File: src/rtl/afc_defs.vh
// constants for the angle filter configuration register bank
`ifndef AFC_DEFS_VH
`define AFC_DEFS_VH
// register offsets (index, taken from byte address bits 5:2)
`define AFC_IDX_HNUM3 4'h9
`define AFC_IDX_HLDEN2 4'hA
`define AFC_IDX_NUM2 4'h8
`define AFC_IDX_CTRL 4'hC
`define AFC_IDX_STAT 4'hD
`define AFC_IDX_MASK 4'hE
`define AFC_IDX_BOOT 4'hF
// field positions
`define AFC_SIGN_BIT 15
`define AFC_MAG_MSB 14
`define AFC_EXP_LSB 16
`define AFC_HCNT_LSB 16
`define AFC_HCNT_MSB 19
`define AFC_HLIM_LSB 16
`define AFC_NVHL_LSB 22
`define AFC_NVHL_MSB 26
// limits and boot values
`define AFC_HCNT_NV_MAX 4'hB
`define AFC_HCNT_REPURPOSE 4'hA
`define AFC_NV_WORD_FIRST 5'h15
`define AFC_NV_WORD_LAST 5'h1A
`define AFC_FEATURE_DEFAULT 32'h0000_0000
// status bit positions
`define AFC_ST_HIGH 0
`define AFC_ST_BOOT 1
`endif

File: src/rtl/afc_regs.v
// angle filter configuration registers with wishbone slave
//
// Local design decision: the Wishbone interface to the registers.
`timescale 1ns/1ps
`include "afc_defs.vh"
module afc_regs (
   // clock and reset
   input wire i_clk,
   input wire i_srst,
   // wishbone slave
   input wire i_wb_cyc,
   input wire i_wb_stb,
   input wire i_wb_we,
   input wire [5:0] i_wb_adr,
   input wire [3:0] i_wb_sel,
   input wire [31:0] i_wb_dat,
   output reg [31:0] o_wb_dat,
   output reg o_wb_ack,
   // nonvolatile boot image
   input wire i_nv_load,
   input wire [15:0] i_nv_num2,
   input wire [15:0] i_nv_num3,
   input wire [15:0] i_nv_den2,
   input wire [7:0] i_nv_exp,
   input wire [3:0] i_nv_hcount,
   input wire [4:0] i_nv_high,
   input wire [191:0] i_nv_words,
   // field amplitude from the signal path
   input wire [15:0] i_amp,
   input wire i_amp_valid,
   // configuration to the signal path
   output reg signed [31:0] o_num2_scaled,
   output reg signed [31:0] o_num3_scaled,
   output reg [15:0] o_den2,
   output reg [3:0] o_hcount,
   output reg o_hlin_en,
   output reg o_lin_order,
   output reg [191:0] o_harm_coef,
   output reg o_harm_coef_valid,
   output reg [31:0] o_feature_default,
   // error flag and interrupt
   output reg o_field_high_error_flag,
   output reg o_irq
);
   // ***********************************************************
   // storage
   // ***********************************************************
   reg [15:0] num2_q;
   reg [15:0] num3_q;
   reg [15:0] den2_q;
   reg [7:0] exp_q;
   reg [3:0] hcount_q;
   reg [15:0] hlim_q;
   reg hlin_en_q;
   reg lin_order_q;
   reg [1:0] stat_q;
   reg [1:0] mask_q;
   reg [1:0] stat_d;
   reg flag_q;
   reg flag_d;
   reg [31:0] rdata;
   wire acc;
   wire wr;
   wire rd;
   wire [3:0] idx;
   wire over;
   wire signed [31:0] num2_s;
   wire signed [31:0] num3_s;
   wire [3:0] nv_hc_cap;
   wire [15:0] hlim_boot;
   // write strobes and merged write words
   wire wr_ok;
   wire wr_num2;
   wire wr_hnum3;
   wire wr_hlden2;
   wire wr_ctrl;
   wire wr_mask;
   wire rd_stat;
   wire [31:0] wm_num2;
   wire [31:0] wm_hnum3;
   wire [31:0] wm_hlden2;

   // byte-lane merge of a write with old contents
   function [31:0] merge;
      input [31:0] old_v;
      input [31:0] new_v;
      input [3:0] sel;
      integer k;
      begin
         merge = old_v;
         for (k = 0; k < 4; k = k + 1) begin
            if (sel[k]) begin
               merge[k*8 +: 8] = new_v[k*8 +: 8];
            end
         end
      end
   endfunction

   // one register picked out by an access
   function hit;
      input acc_v;
      input [3:0] idx_v;
      input [3:0] reg_v;
      begin
         hit = acc_v && (idx_v == reg_v);
      end
   endfunction

   // ***********************************************************
   // bus decode
   // ***********************************************************
   assign acc = i_wb_cyc && i_wb_stb && !o_wb_ack;
   assign wr = acc && i_wb_we;
   assign rd = acc && !i_wb_we;
   assign idx = i_wb_adr[5:2];

   // per-register strobes, a boot load cycle drops writes
   assign wr_ok = wr && !i_nv_load;
   assign wr_num2 = hit(wr_ok, idx, `AFC_IDX_NUM2);
   assign wr_hnum3 = hit(wr_ok, idx, `AFC_IDX_HNUM3);
   assign wr_hlden2 = hit(wr_ok, idx, `AFC_IDX_HLDEN2);
   assign wr_ctrl = hit(wr_ok, idx, `AFC_IDX_CTRL);
   assign wr_mask = hit(wr_ok, idx, `AFC_IDX_MASK);

   // status read strobe, the read clears
   assign rd_stat = hit(rd, idx, `AFC_IDX_STAT);

   // ***********************************************************
   // write data merged into current contents
   // ***********************************************************
   // unselected lanes keep their old bits, padding reads as zero
   assign wm_num2 = merge({8'h00, exp_q, num2_q}, i_wb_dat, i_wb_sel);
   assign wm_hnum3 = merge({12'h000, hcount_q, num3_q}, i_wb_dat,
      i_wb_sel);
   assign wm_hlden2 = merge({hlim_q, den2_q}, i_wb_dat, i_wb_sel);

   // boot values: cap count, place the five stored limit bits
   assign nv_hc_cap = (i_nv_hcount > `AFC_HCNT_NV_MAX) ?
      `AFC_HCNT_NV_MAX : i_nv_hcount;
   assign hlim_boot = {5'h00, i_nv_high, 6'h00};

   // ***********************************************************
   // numerator scaling
   // ***********************************************************
   afc_sm_scale #(
      .W(16)
   ) u_num2 (
      .i_coef(num2_q),
      .i_exp(exp_q),
      .o_val(num2_s)
   );
   afc_sm_scale #(
      .W(16)
   ) u_num3 (
      .i_coef(num3_q),
      .i_exp(exp_q),
      .o_val(num3_s)
   );

   // high limit compare
   afc_hlimit u_hlim (
      .i_limit(hlim_q),
      .i_amp(i_amp),
      .o_over(over)
   );

   // ***********************************************************
   // read mux
   // ***********************************************************
   always @* begin
      case (idx)
         `AFC_IDX_NUM2: rdata = {8'h00, exp_q, num2_q};
         `AFC_IDX_HNUM3: rdata = {8'h00, 4'h0, hcount_q, num3_q};
         `AFC_IDX_HLDEN2: rdata = {hlim_q, den2_q};
         `AFC_IDX_CTRL: rdata = {30'h0, lin_order_q, hlin_en_q};
         `AFC_IDX_STAT: rdata = {30'h0, stat_q};
         `AFC_IDX_MASK: rdata = {30'h0, mask_q};
         default: rdata = 32'h0000_0000;
      endcase
   end

   // ***********************************************************
   // status: set wins over read-clear
   // ***********************************************************
   always @* begin
      stat_d = stat_q;
      if (rd_stat) begin
         stat_d = 2'b00;
      end
      if (i_amp_valid && over) begin
         stat_d[`AFC_ST_HIGH] = 1'b1;
      end
      if (i_nv_load) begin
         stat_d[`AFC_ST_BOOT] = 1'b1;
      end
   end

   // error flag follows each fresh amplitude sample
   always @* begin
      flag_d = flag_q;
      if (i_amp_valid) begin
         flag_d = over;
      end
   end

   // ***********************************************************
   // registers
   // ***********************************************************
   // bus answer one cycle after the request is taken
   always @(posedge i_clk) begin
      if (i_srst) begin
         o_wb_ack <= 1'b0;
         o_wb_dat <= 32'h0000_0000;
      end else begin
         o_wb_ack <= acc;
         o_wb_dat <= rd ? rdata : 32'h0000_0000;
      end
   end

   // sticky status and last sample flag
   always @(posedge i_clk) begin
      if (i_srst) begin
         stat_q <= 2'h0;
         flag_q <= 1'b0;
      end else begin
         stat_q <= stat_d;
         flag_q <= flag_d;
      end
   end

   // numerator two and shared exponent, boot load wins
   always @(posedge i_clk) begin
      if (i_srst) begin
         num2_q <= 16'h0000;
         exp_q <= 8'h00;
      end else if (i_nv_load) begin
         num2_q <= i_nv_num2;
         exp_q <= i_nv_exp;
      end else if (wr_num2) begin
         num2_q <= wm_num2[15:0];
         exp_q <= wm_num2[`AFC_EXP_LSB+7:`AFC_EXP_LSB];
      end
   end

   // harmonic count and numerator three
   always @(posedge i_clk) begin
      if (i_srst) begin
         hcount_q <= 4'h0;
         num3_q <= 16'h0000;
      end else if (i_nv_load) begin
         hcount_q <= nv_hc_cap;
         num3_q <= i_nv_num3;
      end else if (wr_hnum3) begin
         hcount_q <= wm_hnum3[`AFC_HCNT_MSB:`AFC_HCNT_LSB];
         num3_q <= wm_hnum3[15:0];
      end
   end

   // field high limit and denominator two
   always @(posedge i_clk) begin
      if (i_srst) begin
         hlim_q <= 16'h0000;
         den2_q <= 16'h0000;
      end else if (i_nv_load) begin
         hlim_q <= hlim_boot;
         den2_q <= i_nv_den2;
      end else if (wr_hlden2) begin
         hlim_q <= wm_hlden2[31:`AFC_HLIM_LSB];
         den2_q <= wm_hlden2[15:0];
      end
   end

   // control bits, low lane only
   always @(posedge i_clk) begin
      if (i_srst) begin
         hlin_en_q <= 1'b0;
         lin_order_q <= 1'b0;
      end else if (wr_ctrl && i_wb_sel[0]) begin
         hlin_en_q <= i_wb_dat[0];
         lin_order_q <= i_wb_dat[1];
      end
   end

   // interrupt mask, low lane only
   always @(posedge i_clk) begin
      if (i_srst) begin
         mask_q <= 2'h0;
      end else if (wr_mask && i_wb_sel[0]) begin
         mask_q <= i_wb_dat[1:0];
      end
   end

   // ***********************************************************
   // registered outputs
   // ***********************************************************
   always @(posedge i_clk) begin
      if (i_srst) begin
         o_num2_scaled <= 32'sh0000_0000;
         o_num3_scaled <= 32'sh0000_0000;
         o_den2 <= 16'h0000;
         o_hcount <= 4'h0;
         o_hlin_en <= 1'b0;
         o_lin_order <= 1'b0;
         o_harm_coef <= {192{1'b0}};
         o_harm_coef_valid <= 1'b0;
         o_feature_default <= 32'h0000_0000;
         o_field_high_error_flag <= 1'b0;
         o_irq <= 1'b0;
      end else begin
         o_num2_scaled <= num2_s;
         o_num3_scaled <= num3_s;
         o_den2 <= den2_q;
         o_hcount <= hlin_en_q ? hcount_q : 4'h0;
         o_hlin_en <= hlin_en_q;
         o_lin_order <= lin_order_q;
         o_field_high_error_flag <= flag_d;
         o_irq <= |(stat_d & mask_q);
         if (i_nv_load) begin
            // count ten or eleven turns six words into coefficients
            if (nv_hc_cap >= `AFC_HCNT_REPURPOSE) begin
               o_harm_coef <= i_nv_words;
               o_harm_coef_valid <= 1'b1;
               o_feature_default <= `AFC_FEATURE_DEFAULT;
            end else begin
               o_harm_coef <= {192{1'b0}};
               o_harm_coef_valid <= 1'b0;
               o_feature_default <= i_nv_words[31:0];
            end
         end
      end
   end
endmodule // afc_regs

File: src/rtl/afc_sm_scale.v
// sign-magnitude coefficient scaled by the shared exponent
`timescale 1ns/1ps
module afc_sm_scale #(
   parameter W = 16
) (
   // coefficient and exponent
   input wire [W-1:0] i_coef,
   input wire [7:0] i_exp,
   // signed scaled value, sixteen fraction bits below the point
   output wire signed [W+15:0] o_val
);
   wire [W+15:0] mag_ext;
   wire [W+15:0] mag_sh;
   // magnitude extended then shifted right by the exponent
   assign mag_ext = {1'b0, i_coef[W-2:0], 16'h0000};
   assign mag_sh = (i_exp > 8'h1F) ? {(W+16){1'b0}} : (mag_ext >> i_exp);
   // sign bit negates
   assign o_val = i_coef[W-1] ? -$signed(mag_sh) : $signed(mag_sh);
endmodule // afc_sm_scale

File: src/rtl/afc_hlimit.v
// field amplitude high limit comparator
`timescale 1ns/1ps
module afc_hlimit (
   // limit and amplitude
   input wire [15:0] i_limit,
   input wire [15:0] i_amp,
   // combinational over-limit indication
   output wire o_over
);
   // zero disables the check
   assign o_over = (i_limit != 16'h0000) && (i_amp > i_limit);
endmodule // afc_hlimit

File: config.mk
export PLATFORM = sky130hd
export DESIGN_NAME = afc_regs
export DESIGN_NICKNAME = d
export VERILOG_FILES = /design/src/rtl/afc_regs.v /design/src/rtl/afc_sm_scale.v /design/src/rtl/afc_hlimit.v
export VERILOG_INCLUDE_DIRS = /design/src /design/src/rtl
export SDC_FILE = /design/constraint.sdc
export NUM_CORES = 1
export LEC_CHECK = 0
export BUFFER_PORTS_ARGS = -buffer_cell sky130_fd_sc_hd__buf_2
export CAP_MARGIN = 20
export CORE_AREA = 2 2 260 262
export CTS_CLUSTER_SIZE = 24
export DETAILED_ROUTE_END_ITERATION = 10
export DIE_AREA = 0 0 262 264
export SYNTH_ARGS = -nofsm -noshare
export SYNTH_HDL_FRONTEND = slang
export SYNTH_SLANG_ARGS = --single-unit
File: constraint.sdc
create_clock -name i_clk -period 4 [get_ports i_clk]
set_input_delay 0.4 -clock i_clk [delete_from_list [all_inputs] [get_ports i_clk]]
set_output_delay 0.4 -clock i_clk [all_outputs]
set_load 0.005 [all_outputs]
Word-level counts from Yosys, hierarchy flattened
Cells that the tools add are included.
- $lt $le $gt $ge: 4
- add/sub/neg operators: 2
- reductions and logical operators: 42
- bitwise logic cells: 3
- equal/unequal tests: 6
- multiplexer cells: 30
- shifts and indexed selects: 2
- operators with widths (cell ; number):
    two-way mux 192 bit ; 1
    one-hot mux 32 bit (6 select lines) ; 1
    two-way mux 32 bit ; 5
    two-way mux 16 bit ; 6
    negator 32 bit ; 2
    right shift 31 x 8 -> 32 bit ; 2
    two-way mux 8 bit ; 6
    equality test 4 bit (second input constant) ; 6
    AND reduction 2 bit ; 12
    two-way mux 11 bit ; 2
    greater-than comparator 16 bit ; 1
    two-way mux 4 bit ; 4
    nonzero test 16 bit ; 1
    logical AND 1 bit ; 15
    nonzero test 2 bit ; 7
    greater-than comparator 8 x 5 -> 1 bit (second input constant) ; 1
    OR reduction 2 bit ; 4
    >= comparator 4 bit (second input constant) ; 1
    greater-than comparator 4 bit (second input constant) ; 1
    zero test 1 bit ; 3
    two-way mux 1 bit ; 3
    two-way mux 3 bit ; 1
    AND 2 bit ; 1
    two-way mux 2 bit ; 1
    NOT 1 bit ; 2
- input bits: 322
- word-level logic and storage cells: 118
- register bits: 428
- output and inout bits: 346

Depth between registers and ports, before layout
Gate-level depths: netlist of the first run.
- depth after elaboration: 8
- depth in mapped cells: 14
- mapped depth without buffers: 11

By module
A second synthesis of the first run with hierarchy kept.
- cells, all modules: 2055
- area, all modules: 19558.8 um^2
- modules (own cells, without submodules) (module ; sequential area each (um^2) ; area an instance (um^2) ; cells each ; times used):
    afc_regs ; 8568.2 ; 14533.9 ; 1360 ; 1
    afc_sm_scale (u_num2) ; 0.0 ; 2442.3 ; 337 ; 1
    afc_sm_scale (u_num3) ; 0.0 ; 2134.5 ; 297 ; 1
    afc_hlimit ; 0.0 ; 447.9 ; 61 ; 1

Worst setup path before layout of the first run
Ideal clock, no wire load.
- path kind: reg-to-reg
- start: register exp_q[0]
- end: register o_num3_scaled[26]
- data arrival time: 2.939 ns
- period minus slack after synthesis: 3.062 ns
- setup slack: 0.938 ns
- setup time: 0.123 ns
- data required time: 3.877 ns
- cell stages (with the launch flop): 13
- buffers on the path: 2
- cell sequence: dfxtp_1 -> buf_6 -> buf_6 -> mux4_2 -> a21oi_2 -> nor2_1 -> a21oi_1 -> ha_1 -> nor3b_1 -> nand4_2 -> nor4_1 -> a21boi_1 -> mux2i_1
- cells in the longest elaborated chain, start to end: 4
- elaborated cells on any way between the ends: 5
- those cells by class: add/sub (1); order compare (1); shift (1); mux (2)
- ends and longest elaborated chain (item ; RTL line ; RTL):
    start, declared ; afc_regs.v:51 ; reg [7:0] exp_q;
    start signal, assigned ; afc_regs.v:238 ; exp_q <= i_nv_exp;
    start signal, assigned ; afc_regs.v:241 ; exp_q <= wm_num2[`AFC_EXP_LSB+7:`AFC_EXP_LSB];
    right shift 31 x 8 -> 32 bit or greater-than comparator 8 x 5 -> 1 bit (tied branches) ; afc_sm_scale.v:16 ; assign mag_sh = (i_exp > 8'h1F) ? {(W+16){1'b0}} : (mag_ext >> i_exp);
    two-way mux 32 bit (*) ; afc_sm_scale.v:16 ;
    negator 32 bit ; afc_sm_scale.v:18 ; assign o_val = i_coef[W-1] ? -$signed(mag_sh) : $signed(mag_sh);
    two-way mux 32 bit (*) ; afc_sm_scale.v:18 ;
    end signal, assigned ; afc_regs.v:311 ; o_num3_scaled <= num3_s;
    end, declared ; afc_regs.v:33 ; output reg signed [31:0] o_num3_scaled,
Mark *: on every way between the ends. The rest lies on a longest branch, timed or not.
A chain may end at the register's enable or synchronous reset.

Worst setup path in the final report of the first run
Same ends and word-level chain as after synthesis.

==> results by stage, run 1 <==
Status:
- The flow ran to the end, and the final reports show no timing, DRC or antenna violations.

Floorplan:
- The starting density of the core is 28.3%.
- The die is 264 µm tall.
- The die covers 69200 µm².
- The core footprint is 66600 µm².
- The top-level port count is 668.
- The number of placement rows is 95.
- The die is 262 µm wide.

Timing:
- Setup total negative slack on the finished layout was measured at 0 ps.
- Based on the critical path, the design can be clocked at up to 0.274 GHz.
- The hold violation count in the final report is 0.
- The final number of max-transition violations was 0.
- Setup repair after global routing left no endpoint under its margin.
- The transition time at the pin with the least slew margin is 1110 ps.
- The worst pin sits at a relative slew slack of 25.2%.
- The smallest clock period supported by the final layout is computed as 3650 ps.
- The number of failing setup endpoints in the final timing report is 0.
- The worst-case clock skew is 30.2 ps.
- The worst hold slack is 35.3 ps.
- In the finished design, the share of the clock period the worst path needs comes to 91.2%.

Synth:
- The post-synthesis cell type with the largest combined area is sky130_fd_sc_hd__dfxtp_1.
- Counting distinct cell types in the post-synthesis netlist gives 94.
- The flop and latch count out of synthesis is 428.
- For this run, the register share of the synthesized area comes to 45.4%.
- The share of flip-flops with an asynchronous set or reset after synthesis is 0%.
- The area fraction of the dominant cell type after synthesis is 45.4%.
- The predominant post-synthesis flop cell is sky130_fd_sc_hd__dfxtp_1.
- The total number of yosys warnings is 0.
- Synthesis produced a netlist whose cell count is 2054.
- By area the synthesized netlist is led by sky130_fd_sc_hd__dfxtp_1 45%, sky130_fd_sc_hd__a22o_1 7.5%, sky130_fd_sc_hd__a21oi_1 6.2%.
- The mean cell area of the mapped netlist is 9.18 µm².
- In this run, synthesis inferred 0 flip-flops with an integrated enable.
- When the netlist entered floorplanning its net count stood at 2394.
- Summing every instance area after synthesis gives 18900 µm².

Setup path:
- The maximum single-stage delay on the critical path is 580 ps.
- STA puts the critical path data arrival time at 4110 ps.
- The endpoint kind of the worst setup timing path is a flop.
- The critical path class is reg -> reg.
- For the worst setup path, the data required time is 4460 ps.
- The buffer and inverter count on the worst path is 1.
- The peak fanout along the critical path is 17.
- The cell with the largest stage delay on the worst path is sky130_fd_sc_hd__mux4_2.
- The family of cells with the greatest summed delay on the critical path is simple AND/OR/NAND/NOR gates.
- The reg2reg setup slack is 350 ps.
- Traced cell by cell, the critical path runs through buf_12 -> mux4_2 -> and3_1 -> a221oi_1 -> a21oi_1 -> nor3b_1 -> nand4_2 -> nor4_1 -> a21boi_1 -> mux2i_1.
- The type of element launching the critical path is a flop.

Placed design:
- The HPWL after detailed placement is 63.2 mm.
- The total instance count after detailed placement is 3529.
- Routability-driven placement finished with a final weighted congestion of 0.982.
- Port buffering added 665 buffers.

Clocking:
- The clock sink count is 428.
- In this run the number of H-tree levels came out at 2.
- The TritonCTS clock tree is yes.
- Once the clock tree was built, the setup fixing pass inserted 0 buffers.
- The clock reaches the later pin of the worst-skew pair after 600 ps.
- The clock slew at the register clock pins of the worst setup and hold paths is 60 ps.
- The number of clock buffers added by TritonCTS is 50.
- The root buffer cell chosen for the clock tree is sky130_fd_sc_hd__clkbuf_16.
- In this run the deepest clock path goes through 3 buffers.

GRT:
- The global-route track usage on met1 is 30.7%.
- Entering global routing, the biggest net connects 162 pins.
- The initial antenna violation count is 17.
- The total track usage is 22.7%.
- The routing usage on met2 is 35.9%.
- After global routing, the most crowded layer is met2.
- In the global route stage, met3 resource usage came out at 5.27%.
- For this run the aggregate overflow at the end of global routing stands at 0.
- The first global-routing pass estimated 119 mm of wire.
- The via count of the first global-routing pass is 17833.

Routing:
- The count of nets left with antenna violations once routing finished came out at 0.
- The detailed router placed 18738 vias in this run.
- The number of remaining DRC errors is 0.
- The per-cell via count in the routed design is 5.07.
- The average wire per cell in the routed design is 22.2 µm.
- The number of iterations in the first detailed-routing pass is 7.
- The total wirelength of the detailed-routed design is 81.8 mm.
- The DRC violation total after the first TritonRoute iteration is 1388.

Layout:
- From synthesis to final layout, the design area changed by 36.9%.
- Leaving out filler cells and counting taps, the final layout contains 3693.
- In the final design database the tool counted 3111 nets.
- The share of post-route cells with drive strength above 1 is 33.3%.

Pwr:
- Across the VDD grid, the largest voltage drop is 312 µV.
- For this design the static power due to leakage is 0.0114 µW.
- The total power is 11000 µW.
- The power density over the cells is 428 nW/µm².

Worst hold path:
- The class of the tightest hold or removal check is in -> reg.

Flow run:
- Across the run, the number of max-cap violations was 0.
-- layout make-up --
type                            count  area [µm²]
Antenna cell                        9        22.5
Clock inverter                     22         256
Clock buffer                       70        1460
Tap cell                          873        1090
Inverter                           25        93.8
Sequential cell                   428        8570
Timing Repair Buffer              829        4780
Fill cell                        6850       40800
Multi-Input combinational cell   1437        9530
-- cell usage after synthesis (14+ instances only) --
master and count:
sky130_fd_sc_hd__nand2_1 78, sky130_fd_sc_hd__buf_2 19, sky130_fd_sc_hd__a22oi_1 42, sky130_fd_sc_hd__xor2_1 34
sky130_fd_sc_hd__inv_1 24, sky130_fd_sc_hd__clkbuf_1 130, sky130_fd_sc_hd__ha_1 18, sky130_fd_sc_hd__mux2i_1 60
sky130_fd_sc_hd__mux4_2 14, sky130_fd_sc_hd__nand2b_1 79, sky130_fd_sc_hd__xnor2_1 17, sky130_fd_sc_hd__nand3_1 83
sky130_fd_sc_hd__nor3_1 24, sky130_fd_sc_hd__nor2_1 242, sky130_fd_sc_hd__nor2b_1 49, sky130_fd_sc_hd__o22ai_1 23
sky130_fd_sc_hd__dfxtp_1 428, sky130_fd_sc_hd__a211oi_1 15, sky130_fd_sc_hd__a22o_1 162, sky130_fd_sc_hd__o21ai_0 38
sky130_fd_sc_hd__a21oi_1 235
-- routing by layer --
metal  vias up  share of wire (%)
met5         -               0.11
met4        12                2.5
met3       136                7.4
met2       799                 46
met1      8912                 44
li1       8879                  -
-- path summary, 6_finish.rpt --
| path | to | cells past startpoint | startpoint |
|---|---|---|---|
| worst max-delay path | o_num3_scaled[26]$_SDFF_PP0_ | 10 | exp_q[0]$_SDFFE_PP0P_ |
| worst min-delay path | o_harm_coef[159]$_SDFFE_PP0P_ | 2 | i_nv_words[159] |
| worst max register to register | o_num3_scaled[26]$_SDFF_PP0_ | 10 | exp_q[0]$_SDFFE_PP0P_ |
| worst min register to register | o_harm_coef_valid$_SDFFE_PP0P_ | 1 | o_harm_coef_valid$_SDFFE_PP0P_ |
-- cells in the final DEF (no fill, tap or decap), drive strengths merged, types with 16 or more instances in the layout --
cell type    Yosys  layout
nor3            26      26
nor2b           49      49
buf             33     768
inv             24      30
o21ai           41      41
nand2           80      80
nor2           242     242
a22oi           43      43
o22ai           23      23
o41ai           16      16
nand2b          80      80
dlygate4sd3      0      61
xor2            34      34
ha              18      18
a22o           162     162
nand3           84      84
a21oi          237     237
dfxtp          428     428
clkbuf         131      70
mux2i           62      62
xnor2           17      17
-- worst register-to-register path: stages (launching register included) --
cell and delay [ps]:
sky130_fd_sc_hd__dfxtp_4 510, sky130_fd_sc_hd__buf_12 200, sky130_fd_sc_hd__mux4_2 580, sky130_fd_sc_hd__and3_1 210, sky130_fd_sc_hd__a221oi_1 370, sky130_fd_sc_hd__a21oi_1 190
sky130_fd_sc_hd__nor3b_1 350, sky130_fd_sc_hd__nand4_2 330, sky130_fd_sc_hd__nor4_1 480, sky130_fd_sc_hd__a21boi_1 170, sky130_fd_sc_hd__mux2i_1 140
-- metrics by stage --
step	area, µm²	util (%)	setup WS, ps
finish	25800	38.8	351
global route	25800	38.8	123
CTS	25800	38.7	284
detailed placement	23400	35.2	305
global placement	23400	35.2	327
floorplan	18900	-	938
-- repair_timing --
item | 4_1_cts | 5_1_grt
hold buffers | 61 | 0
resized for setup | 0 | 2
setup endpoints to repair | 0 | 2
hold endpoints to repair | 61 | 0
-- sequential cells by signal, summed over array words and instances, names as in the netlist, 2 cells and up --
name               flops
o_harm_coef          192
o_hcount               4
o_num3_scaled         32
num2_q                16
den2_q                16
o_num2_scaled         32
exp_q                  8
hcount_q               4
o_den2                16
num3_q                16
hlim_q                16
stat_q                 2
mask_q                 2
o_wb_dat              32
o_feature_default     32
-- report_power, final --
| part | switching (µW) | internal [µW] |
|---|---|---|
| Combinational | 1020 | 736 |
| Clock | 1950 | 2760 |
| Sequential | 127 | 4430 |
| Total | 3100 | 7930 |
-- cells by family after synthesis --
logic type,Yosys count,synth area share [%]
flops,428,45.4
simple gates,669,18.5
mux,84,5.48
xor+xnor,51,2.37
compound gates,615,22.9
fa+ha+maj,18,1.19
buf+inv,189,4.19
Note: power is estimated with default switching activity, not from simulation.
==> run 2: changes to the inputs <==
--- a/config.mk
+++ b/config.mk
@@ -6,8 +6,9 @@
 export SDC_FILE = /design/constraint.sdc
 export NUM_CORES = 1
 export LEC_CHECK = 0
+export ABC_AREA = 1
 export BUFFER_PORTS_ARGS = -buffer_cell sky130_fd_sc_hd__buf_2
-export CAP_MARGIN = 20
+export CAP_MARGIN = 30
 export CORE_AREA = 2 2 260 262
 export CTS_CLUSTER_SIZE = 24
 export DETAILED_ROUTE_END_ITERATION = 10
==> run 2 against run 1 <==
Against the previous run: global-route usage rose by 0.91 points; area after synthesis down 0.23%; flip-flop and latch count did not move; via count up 7.3%; largest cell class unchanged; combinational power increased by 13%; die area stayed put; critical endpoint is now o_num3_scaled[28]$_SDFF_PP0_; clock skew decreased by 15 ps; synthesized cell count up 18%; power rose by 4.2%; routed wire length up 3.4%; register-to-register slack improved by 600 ps; core utilization is 1.8 points lower; highest routed layer unchanged.
==> results by stage, run 2 <==
Routing:
- The total wirelength of the detailed-routed design is 84.6 mm (+3.4%).
- The number of remaining DRC errors is 0 (unchanged).
- The per-cell via count in the routed design was 5.12 (+0.92%).
- The remaining antenna violation count after routing came to 0 (unchanged).
- The DRC violation total after the first TritonRoute iteration is 1584 (+14%).
- The number of iterations in the first detailed-routing pass was 6 (-1).
- The average wire per cell in the routed design was 21.5 µm (-2.8%).
- The number of vias after detailed routing is 20109 (+7.3%).

Timing:
- Setup repair after global routing left no endpoint under its margin.
- The worst hold slack is 39.3 ps (+3.99 ps).
- The final sum of negative setup slack is 0 ps (unchanged).
- The transition time at the pin with the least slew margin came to 1200 ps (+85.1 ps).
- The maximum operating frequency is 0.328 GHz (+20%).
- The final number of max-transition violations is 0 (unchanged).
- The share of the cycle needed by the critical path after routing is 76.3% (-15 points).
- The number of failing setup endpoints in the final timing report is 0 (unchanged).
- The tightest slew margin relative to the limit is 20.3% (-5.0 points).
- The hold violation count in the final report came to 0 (unchanged).
- The worst-case clock skew is 15.5 ps (-14.7 ps).
- The clock period minus worst slack is 3050 ps (-598 ps).

GRT:
- The total track usage is 23.6% (+0.91 points).
- The initial antenna violation count came to 38 (+21).
- The global route total overflow is 0 (unchanged).
- The maximum number of pins on one net before global-route repair is 203 (+25%).
- The via count of the first global-routing pass is 18864 (+5.8%).
- The first-pass GRT wire length is 122 mm (+3.0%).

Layout:
- The leading cell type in the layout, fill and taps excluded is sky130_fd_sc_hd__buf_2.
- The layout overhead on the synthesized area is 30.9%.
- Leaving out fill and tap cells, the most frequent cells in the layout are 665 x sky130_fd_sc_hd__buf_2, 590 x sky130_fd_sc_hd__nand2_1, 428 x sky130_fd_sc_hd__dfxtp_1, 244 x sky130_fd_sc_hd__nand3_1, 174 x sky130_fd_sc_hd__o21ai_0.
- The share of post-route cells with drive strength above 1 is 29.2% (-4.2 points).
- Counting flops per register, the top entry is o_harm_coef.
- The sequential cell area is 8570 µm² (about the same).
- The final standard cell area without fillers was 24600 µm² (-4.6%).
- The final cell count without fillers was 3927 (+6.3%).
- The final-layout fill cell count is 7102 (+3.7%).
- The final standard cell utilization of the core is 37.0% (-1.8 points).
- The flip-flop count of the largest register, all copies and words added came to 192 (unchanged).
- The final layout net count is 3347 (+7.6%).
- The multi-input combinational cell area is 8980 µm² (-5.8%).

Synth:
- The number of enable-type register cells in the synthesized netlist is 0 (unchanged).
- The post-synthesis cell type with the largest combined area is sky130_fd_sc_hd__dfxtp_1.
- The area fraction of the dominant cell type after synthesis was 45.5% (+0.11 points).
- The share of flip-flops with an asynchronous set or reset after synthesis was 0% (unchanged).
- The post-synthesis net count is 2764 (+15%).
- The total number of yosys warnings came to 0 (unchanged).
- Among all flip-flop cells after synthesis, the most frequent one is sky130_fd_sc_hd__dfxtp_1.
- The total standard cell area after synthesis is 18800 µm² (-0.23%).
- The mean cell area of the mapped netlist is 7.76 µm² (-15%).
- The number of distinct library cell variants in the gate-level netlist after synthesis is 45 (-52%).
- Yosys attributes the largest share of cell area to sky130_fd_sc_hd__dfxtp_1 46%, sky130_fd_sc_hd__nand2_1 12%, sky130_fd_sc_hd__a32o_1 8.5%.
- Sorting the synthesized cells by how often they occur yields 590 x sky130_fd_sc_hd__nand2_1, 428 x sky130_fd_sc_hd__dfxtp_1, 244 x sky130_fd_sc_hd__nand3_1, 174 x sky130_fd_sc_hd__o21ai_0, 160 x sky130_fd_sc_hd__a32o_1.
- The flop and latch count out of synthesis is 428 (unchanged).
- The sequential cell area fraction in the yosys report is 45.5% (+0.11 points).
- The count of mapped cells out of synthesis was 2424 (+18%).
- In the post-synthesis netlist, the cell with the most instances is sky130_fd_sc_hd__nand2_1.

Setup path:
- The peak fanout along the critical path was 38 (+21).
- STA classifies the critical path endpoint as a flop.
- The worst setup path is of the reg -> reg kind.
- STA classifies the critical path startpoint as a flop.
- The launching instance or port of the critical path is exp_q[7]$_SDFFE_PP0P_.
- The worst register-to-register path begins at exp_q[7]$_SDFFE_PP0P_.
- The required time of the critical path was 4480 ps (+20 ps).
- The data arrival time of the critical path was 3530 ps (-580 ps).

Worst hold path:
- The startpoint of the lowest-slack hold path is i_wb_dat[27].
- The tightest min-delay check is of the in -> reg type.

Clocking:
- The post-CTS setup buffer count came to 0 (unchanged).
- The maximum buffer depth of the clock tree is 3 (unchanged).
- The clock sink count is 428 (unchanged).
- The count of hold-fix buffers inserted at cts is 0 (-100%).
- In this run the clock root is driven by a sky130_fd_sc_hd__clkbuf_16.
- The number of buffers inserted during clock tree synthesis is 49 (-2.0%).
- The clock slew at the register clock pins of the worst setup and hold paths is 60 ps (about the same).
- TritonCTS built the clock tree.
- The total number of H-tree levels is 2 (unchanged).
- The number of gates resized after cts is 0 (unchanged).
- The worst-skew pair later-pin latency was 600 ps (about the same).

Placed design:
- The number of buffer cells added on primary ports is 665 (unchanged).
- The detailed-placement wirelength estimate is 65.0 mm (+2.8%).
- The final estimated routing congestion in global placement was 0.954 (-2.8%).
- The total placed instance area is 22800 µm² (-2.6%).
- The total instance count after detailed placement is 3829 (+8.5%).

Flow run:
- The number of maximum-capacitance constraint violations was 0 (unchanged).

Status:
- The flow ran to the end, and the final reports show no timing, DRC or antenna violations.

Floorplan:
- The core footprint came to 66600 µm² (unchanged).
- The number of placement rows is 95 (unchanged).
- The die area is 69200 µm² (unchanged).
- The height of the chip came to 264 µm (unchanged).
- The top-level port count is 668 (unchanged).
- The starting density of the core is 28.3% (-0.066 points).
- The die width came to 262 µm (unchanged).

Pwr:
- The power density over the cells was 467 nW/µm² (+9.3%).
- The static power due to leakage is 0.0119 µW (+4.9%).
- The worst voltage drop across the vdd grid is 365 µV (+17%).
run 2: worst max-delay path: stages (launching register included):
cell	delay [ps]
sky130_fd_sc_hd__dfxtp_1	370
sky130_fd_sc_hd__nor2_8	360
sky130_fd_sc_hd__buf_4	460
sky130_fd_sc_hd__nand3_1	190
sky130_fd_sc_hd__nand3_1	130
sky130_fd_sc_hd__nand3_1	120
sky130_fd_sc_hd__nand3_1	150
sky130_fd_sc_hd__nand2_1	70
sky130_fd_sc_hd__nand2_1	60
sky130_fd_sc_hd__nand2_1	120
sky130_fd_sc_hd__ha_1	230
sky130_fd_sc_hd__nand3_2	100
sky130_fd_sc_hd__nand2_2	130
sky130_fd_sc_hd__nand3_4	160
sky130_fd_sc_hd__nor2_4	60
sky130_fd_sc_hd__a21oi_1	130
sky130_fd_sc_hd__nor2_1	70
run 2: kinds of logic after synthesis:
family	share of synthesized area [%]
AOI/OAI and AO/OA	19.8
DFF	45.5
and+or+nand+nor	26.6
buffers and inverters	6.82
adders and majority gates	1.20
run 2: power by group:
part / switching [µW] / internal [µW]
Clock: 1930 / 2960
Sequential: 134 / 4490
Combinational: 1310 / 679
run 2: stage by stage:
stage	setup WS (ps)	power, µW
floorplan	1840	5900
global placement	1020	6690
detailed placement	1010	6690
CTS	1000	11600
global route	679	12000
finish	949	11500
run 2: layout make-up:
| type | count | share of cell area [%] |
|---|---|---|
| clock inverters | 21 | 1.35 |
| well taps | 873 | 4.44 |
| flip-flops and latches | 428 | 34.8 |
| diodes | 8 | 0.0813 |
| clock buffers | 69 | 5.81 |
| inverters | 154 | 2.37 |
| multi-input cells | 1676 | 36.5 |
| repair buffers | 698 | 14.7 |
run 2: path summary, 6_finish.rpt:
kind | slack, ps | depth (start not counted) | endpoint
setup reg to reg | 950 | 16 | o_num3_scaled[28]$_SDFF_PP0_
setup / recovery | 950 | 16 | o_num3_scaled[28]$_SDFF_PP0_
hold / removal | 40 | 3 | hlim_q[11]$_SDFFE_PP0P_
hold reg to reg | 450 | 2 | o_den2[14]$_SDFF_PP0_
run 2: routing by layer:
layer	global-route usage (%)	share of wire, %	vias up
met1	26.3	37	9447
met2	43.0	51	854
li1	-	-	9558
met5	0	0.33	-
met3	5.59	7.3	208
met4	8.70	4.1	42
